File: src/code_lock_defines.svh
`ifndef CODE_LOCK_DEFINES_SVH
`define CODE_LOCK_DEFINES_SVH
// image layout
`define IMG_CODE_LAST 15'h3FFF
`define IMG_KEY_BASE 15'h4000
`define IMG_KEY_LAST 15'h403F
`define IMG_LOCK_ADDR 15'h4040
// lock byte field positions, 0 = protection enabled
`define LOCK_POS_ONE 0
`define LOCK_POS_TWO 1
`define LOCK_POS_THREE 2
`define KEY_BLANK 8'hFF
`define BYTE_ZERO 8'h00
`define LEVEL_NONE 4'h0
// sync stages and the wait before the one-shot capture
`define SYNC_CLEAR 2'h0
`define SETTLE_START 2'h2
`define SETTLE_STEP 2'h1
`define SETTLE_DONE 2'h0
`endif

File: src/code_lock_pkg.sv
package code_lock_pkg;
   typedef enum logic [3:0] {
      LVL_OPEN = 4'h1,
      LVL_ONE = 4'h2,
      LVL_TWO = 4'h4,
      LVL_ALL = 4'h8
   } lock_level_t;
endpackage

File: src/code_security_lock.sv
`timescale 1ns/10ps
`include "code_lock_defines.svh"
// Overview of operation
// RQ1 - unlocked part allows verify; output encrypted when key table programmed
// RQ2 - bit one blocks external table reads from fetching internal code
// RQ3 - bit one latches external access pin at reset, holds until next reset
// RQ4 - bit one rejects all further programming of program memory
// RQ5 - bits one and two also disable verify mode
// RQ6 - all three bits also refuse execution from external memory
// RQ7 - programmer uses only the four cumulative lock patterns
// RQ8 - bit two takes effect only together with bit one
// RQ9 - image holds code 0000H-3FFFH, key 4000H-403FH, FFH means none
// RQ10 - lock byte at 4040H, bits 0..2, zero enables protection
// RQ11 - verify output is xnor of code and key byte; key never readable
// RQ12 - lock bits read during reset, level held in flip-flops
module code_security_lock
   import code_lock_pkg::*;
(
   // clock and reset
   input wire logic mclk,
   input wire logic rst_n,
   // nonvolatile lock byte and key state
   input wire logic [7:0] lock_byte,
   input wire logic key_programmed,
   // external access pin
   input wire logic external_access_pin,
   // requests from core and programmer
   input wire logic verify_req,
   input wire logic [14:0] verify_addr,
   input wire logic [7:0] code_byte,
   input wire logic [7:0] key_byte,
   input wire logic program_req,
   input wire logic code_table_read_instr,
   input wire logic fetch_from_external,
   input wire logic ext_fetch_req,
   // grants and status
   output logic [7:0] verify_data,
   output logic verify_valid,
   output logic program_allow,
   output logic table_read_allow,
   output logic ext_exec_allow,
   output logic ea_latched,
   output logic [3:0] lock_level
);
   // ==========================================================
   // pin synchronisers
   // each pin input crosses two flops; only the second stage is read
   logic [1:0] ea_sync_r;
   logic [1:0] vreq_sync_r;
   logic [1:0] preq_sync_r;

   always_ff @(posedge mclk or negedge rst_n) begin
      if (!rst_n) begin
         ea_sync_r <= `SYNC_CLEAR;
      end else begin
         ea_sync_r <= {ea_sync_r[0], external_access_pin};
      end
   end

   always_ff @(posedge mclk or negedge rst_n) begin
      if (!rst_n) begin
         vreq_sync_r <= `SYNC_CLEAR;
      end else begin
         vreq_sync_r <= {vreq_sync_r[0], verify_req};
      end
   end

   always_ff @(posedge mclk or negedge rst_n) begin
      if (!rst_n) begin
         preq_sync_r <= `SYNC_CLEAR;
      end else begin
         preq_sync_r <= {preq_sync_r[0], program_req};
      end
   end

   wire ea_synced = ea_sync_r[1];
   wire vreq_synced = vreq_sync_r[1];
   wire preq_synced = preq_sync_r[1];

   // ==========================================================
   // settle counter
   // capture waits until the pin has passed both stages; taking it on
   // the first edge would latch the sync reset value, not the pin
   logic [1:0] settle_r;
   wire settled = (settle_r == `SETTLE_DONE);
   wire [1:0] settle_nxt = settled ? settle_r
                                   : settle_r - `SETTLE_STEP;

   always_ff @(posedge mclk or negedge rst_n) begin
      if (!rst_n) begin
         settle_r <= `SETTLE_START;
      end else begin
         settle_r <= settle_nxt;
      end
   end

   // ==========================================================
   // level decode
   function automatic lock_level_t decode_level(input logic [7:0] b);
      logic one;
      logic two;
      logic three;
      one = ~b[`LOCK_POS_ONE]; // RQ10
      two = ~b[`LOCK_POS_TWO];
      three = ~b[`LOCK_POS_THREE];
      // bit two alone is ignored; undefined mixes fall to nearest safe level
      if (!one) decode_level = LVL_OPEN; // RQ8
      else if (two && three) decode_level = LVL_ALL;
      else if (two) decode_level = LVL_TWO;
      else decode_level = LVL_ONE; // RQ7
   endfunction

   // ==========================================================
   // one-shot capture of level, pin and key state
   // until capture every grant stays shut, so nothing leaks early
   logic sample_r;
   lock_level_t level_r;
   logic ea_hold_r;
   logic key_on_r;
   wire lock_level_t level_nxt = decode_level(lock_byte);
   wire capture_now = sample_r && settled; // RQ12

   always_ff @(posedge mclk or negedge rst_n) begin
      if (!rst_n) begin
         sample_r <= 1'h1;
      end else if (capture_now) begin
         sample_r <= 1'h0;
      end
   end

   always_ff @(posedge mclk or negedge rst_n) begin
      if (!rst_n) begin
         level_r <= LVL_ALL;
      end else if (capture_now) begin
         level_r <= level_nxt; // RQ12
      end
   end

   always_ff @(posedge mclk or negedge rst_n) begin
      if (!rst_n) begin
         ea_hold_r <= 1'h0;
      end else if (capture_now) begin
         ea_hold_r <= ea_synced; // RQ3
      end
   end

   always_ff @(posedge mclk or negedge rst_n) begin
      if (!rst_n) begin
         key_on_r <= 1'h0;
      end else if (capture_now) begin
         key_on_r <= key_programmed; // RQ1
      end
   end

   wire lvl_one_up = (level_r != LVL_OPEN);
   wire lvl_two_up = (level_r == LVL_TWO) || (level_r == LVL_ALL);
   wire lvl_all = (level_r == LVL_ALL);

   // ==========================================================
   // grants
   // key and lock bytes never leave the part
   wire ea_now = lvl_one_up ? ea_hold_r : ea_synced; // RQ3
   wire in_code = (verify_addr <= `IMG_CODE_LAST); // RQ9
   wire key_used = key_on_r && (key_byte != `KEY_BLANK); // RQ9
   wire verify_ok = vreq_synced && !lvl_two_up && !sample_r; // RQ1 RQ5
   wire verify_grant = verify_ok && in_code; // RQ11
   wire [7:0] plain_or_enc = key_used ? ~(code_byte ^ key_byte)
                                      : code_byte; // RQ11
   wire [7:0] verify_nxt = verify_grant ? plain_or_enc
                                        : `BYTE_ZERO; // RQ11
   wire table_nxt = code_table_read_instr && !sample_r &&
                    !(fetch_from_external && lvl_one_up); // RQ2
   wire prog_nxt = preq_synced && !lvl_one_up && !sample_r; // RQ4
   wire ext_nxt = ext_fetch_req && !lvl_all && !sample_r; // RQ6
   // level shows zero until capture, then the captured value
   wire [3:0] shown_nxt = capture_now ? level_nxt : lock_level; // RQ12

   // ==========================================================
   // output flops
   always_ff @(posedge mclk or negedge rst_n) begin
      if (!rst_n) begin
         verify_data <= `BYTE_ZERO;
      end else begin
         verify_data <= verify_nxt;
      end
   end

   always_ff @(posedge mclk or negedge rst_n) begin
      if (!rst_n) begin
         verify_valid <= 1'h0;
      end else begin
         verify_valid <= verify_grant;
      end
   end

   always_ff @(posedge mclk or negedge rst_n) begin
      if (!rst_n) begin
         program_allow <= 1'h0;
      end else begin
         program_allow <= prog_nxt;
      end
   end

   always_ff @(posedge mclk or negedge rst_n) begin
      if (!rst_n) begin
         table_read_allow <= 1'h0;
      end else begin
         table_read_allow <= table_nxt;
      end
   end

   always_ff @(posedge mclk or negedge rst_n) begin
      if (!rst_n) begin
         ext_exec_allow <= 1'h0;
      end else begin
         ext_exec_allow <= ext_nxt;
      end
   end

   always_ff @(posedge mclk or negedge rst_n) begin
      if (!rst_n) begin
         ea_latched <= 1'h0;
      end else begin
         ea_latched <= ea_now;
      end
   end

   always_ff @(posedge mclk or negedge rst_n) begin
      if (!rst_n) begin
         lock_level <= `LEVEL_NONE;
      end else begin
         lock_level <= shown_nxt;
      end
   end
endmodule // code_security_lock

File: config.mk
export PLATFORM = sky130hd
export DESIGN_NAME = code_security_lock
export DESIGN_NICKNAME = d
export VERILOG_FILES = /design/src/code_lock_pkg.sv /design/src/code_security_lock.sv
export VERILOG_INCLUDE_DIRS = /design/src /design/src/src
export SDC_FILE = /design/constraint.sdc
export NUM_CORES = 1
export LEC_CHECK = 0
export BUFFER_PORTS_ARGS = -buffer_cell sky130_fd_sc_hd__buf_2
export CORE_AREA = 2 2 55 57
export CTS_CLUSTER_DIAMETER = 40
export DETAILED_ROUTE_END_ITERATION = 7
export DIE_AREA = 0 0 57 59
export PLACE_DENSITY = 0.76
export SLEW_MARGIN = 10
export SYNTH_ARGS = -nofsm -noshare
export SYNTH_HDL_FRONTEND = slang
export SYNTH_SLANG_ARGS = --single-unit
File: constraint.sdc
create_clock -name mclk -period 2.27 [get_ports mclk]
set_clock_uncertainty 0.15 [all_clocks]
set_input_delay 0.3405 -clock mclk [delete_from_list [all_inputs] [get_ports mclk]]
set_output_delay 0.3405 -clock mclk [all_outputs]
set_load 0.01 [all_outputs]
==> out/metrics.yaml <==
rows: 19
synth-main-ff-cell: "dfrtp_1"
nNetsFinal: 188
end_kind: "flop"
cp_num_buf_inv: 1
dp.cells: 159
clock-root-buffer: "clkbuf_4"
post_drt_wl_per_cell_um: 11.9
drive_gt1_share_pct: 44.3
tns_ps: 0
die-area_sq_mm: 0.00336
grt_usage_pct: 14.2
synth_top_cells_by_count: "dfrtp_1 (26), xnor2_1 (10), nor2b_1 (9)"
io_buffers: 45
avgSynthCellArea_sq_um: 13.2
critPathArrivalTime_ps: 1790
yosys.area.top_type: "dfrtp_1"
cts_tree: "yes"
fin_crit_sh_pct: 76.1
cts_sinks: 29
ys_seq_elements: 29
cts_resized: 0
ios: 65
place_hpwl_um: 1560
outcome: "finished clean"
dr_total_vias: 801
seqCellArea_sq_um: 729
antenna_found_initial: 0
fmax_ghz: 0.579
syn-cell-area_sq_mm: 0.00113
finalCriticalPeriod_ps: 1730
initial_core_util_pct: 41.7
vias_per_cell: 4.68
critPathLaunchType: "flop"
drt_wl_total_um: 2040
synth_nets: 135
critPathMaxFanout: 10
path_cells: "inv_1, ha_1, nand2_1, mux2_2"
diodes: 0
reg2reg_slack_ps: 540
synth_edf_count: 0
htreeDepth: 2
ys_types: 23
async_reset_ff_share_pct: 100
rsz0062_at_grt: "no"
globalRoute.totalOverflow: 0
final_cell_count_no_fill: 171
drc: 0
worst_pin_slew_ps: 731
grt_pass1_wl_um: 3400
ir_drop_mv: 0.516
place_congestion: 0.660
core_area_sq_mm: 0.00271
drtIter0Drc: 13
syn_inst: 86
crit_required_ps: 2330
yosysMostFrequentCell: "dfrtp_1"
leakage_nw: 0.757
cap_violations: 0
cp_slowest_cell: "dfstp_2"
clk_path_buf_depth: 2
yosysSeqAreaShare_pct: 64.5
cpPeakStageDelay_ps: 540
dr.pass1.iters: 3
detail-route-antenna-nets: 0
grt_pass1_vias: 844
clkLatencyLatePin_ps: 320
worst-setup-path-type: "flop to flop"
hp-class: "input pin to flop"
setup_viol: 0
ys_top_cells_by_area: "dfrtp_1 (58%), xnor2_1 (7.7%), dfstp_2 (7.0%)"
synth_top_cell_area_share_pct: 57.5
power_density_mw_per_mm2: 713
dieHeight_um: 59
numCtsBuffers: 5
slew_headroom_pct: 51.0
multi_input_area_sq_um: 368
die_w_um: 57
yosysWarnings: 0
area_delta_synth_final_pct: 32.4
fillers: 250
finalHoldViolCount: 0
grt_max_degree: 30
critPathTopFamily: "flip-flops"
path_clk_slew_ps: 90
report.final.slew_viol_count: 0
==> area by class of cell <==
| type | instances | share of cell area (%) |
|---|---|---|
| Sequential cell | 29 | 48.7 |
| Multi-Input combinational cell | 51 | 24.6 |
| Timing Repair Buffer | 49 | 17.7 |
| Clock buffer | 7 | 3.68 |
| Tap cell | 31 | 2.59 |
| Clock inverter | 1 | 2.01 |
| Inverter | 3 | 0.752 |
==> what timing repair did <==
action / CTS / global route
buffers inserted: 0 / 0
endpoints found under the hold margin: 29 / 0
hold buffers: 4 / 0
==> logic make-up (layout without fill, tap and decap cells) <==
group	count (synthesis)	count (layout)	share of synthesized area (%)
AOI/OAI and AO/OA	7	7	4.65
muxes	4	4	4.31
DFF	29	29	64.5
buffers and inverters	6	60	2.99
adders and majority gates	1	1	1.11
and+or+nand+nor	29	29	14.7
xor gates and xnor gates	10	10	7.74
==> layer usage <==
metal  GRT usage (%)  vias to the layer above  share of wire (%)
met1            13.6                      373                 35
li1                -                      386                  -
met4            7.97                        0                1.5
met5               0                        -                  0
met2            26.1                       37                 52
met3            5.46                        5                 11
==> state kept, by name, summed over array words and instances, names as in the netlist, 2 cells and up <==
name / count
level_r: 4
settle_r: 2
vreq_sync_r: 2
verify_data: 8
ea_sync_r: 2
preq_sync_r: 2
==> where the power goes <==
part / switching [mW] / internal [mW]
clock network: 0.166 / 0.263
registers: 0.00968 / 0.536
logic: 0.0435 / 0.0507
total: 0.219 / 0.850
==> cells in the final DEF, fill, tap and decap left out <==
cell type and count:
a21oi_1 1, mux2_2 3, nor3_1 1, clkbuf_4 5, dfstp_2 3, a22o_1 1, dlygate4sd3_1 4, nor2b_1 9
dfrtp_1 26, inv_1 3, xnor2_1 10, ha_1 1, nor2_1 8, mux2_4 1, clkbuf_1 1, nand2b_1 2
bufinv_16 1, nor3b_1 3, nor4b_1 1, a21o_1 1, o31ai_2 1, o21ai_0 2, nand2_1 3, or4b_4 1
clkbuf_8 1, nor4_1 1, a21o_2 1, buf_2 45
==> stage by stage <==
stage	hold WS [ps]	power [mW]	instance area (sq um)	worst slack (ps)	utilization, %
final	23.5	1.07	1500	541	55.3
after detailed placement	191	0.648	1370	533	50.6
after floorplan	-105	0.594	1130	660	-
after global placement	185	0.642	1370	583	50.6
after CTS	12.1	1.08	1500	518	55.3
after global routing	18.6	1.12	1500	432	55.3
==> worst paths after layout <==
check,start,endpoint,depth (start not counted)
max,settle_r[1]$_DFFE_PN1P_,ea_hold_r$_DFFE_PN0P_,4
min reg2reg,preq_sync_r[0]$_DFF_PN0_,preq_sync_r[1]$_DFF_PN0_,0
min in group asynchronous,rst_n,program_allow$_DFF_PN0_,2
max reg2reg,settle_r[1]$_DFFE_PN1P_,ea_hold_r$_DFFE_PN0P_,4
max in group asynchronous,rst_n,verify_data[1]$_DFF_PN0_,2
min,fetch_from_external,table_read_allow$_DFF_PN0_,2
No activity file was read; power rests on OpenSTA's default activity.
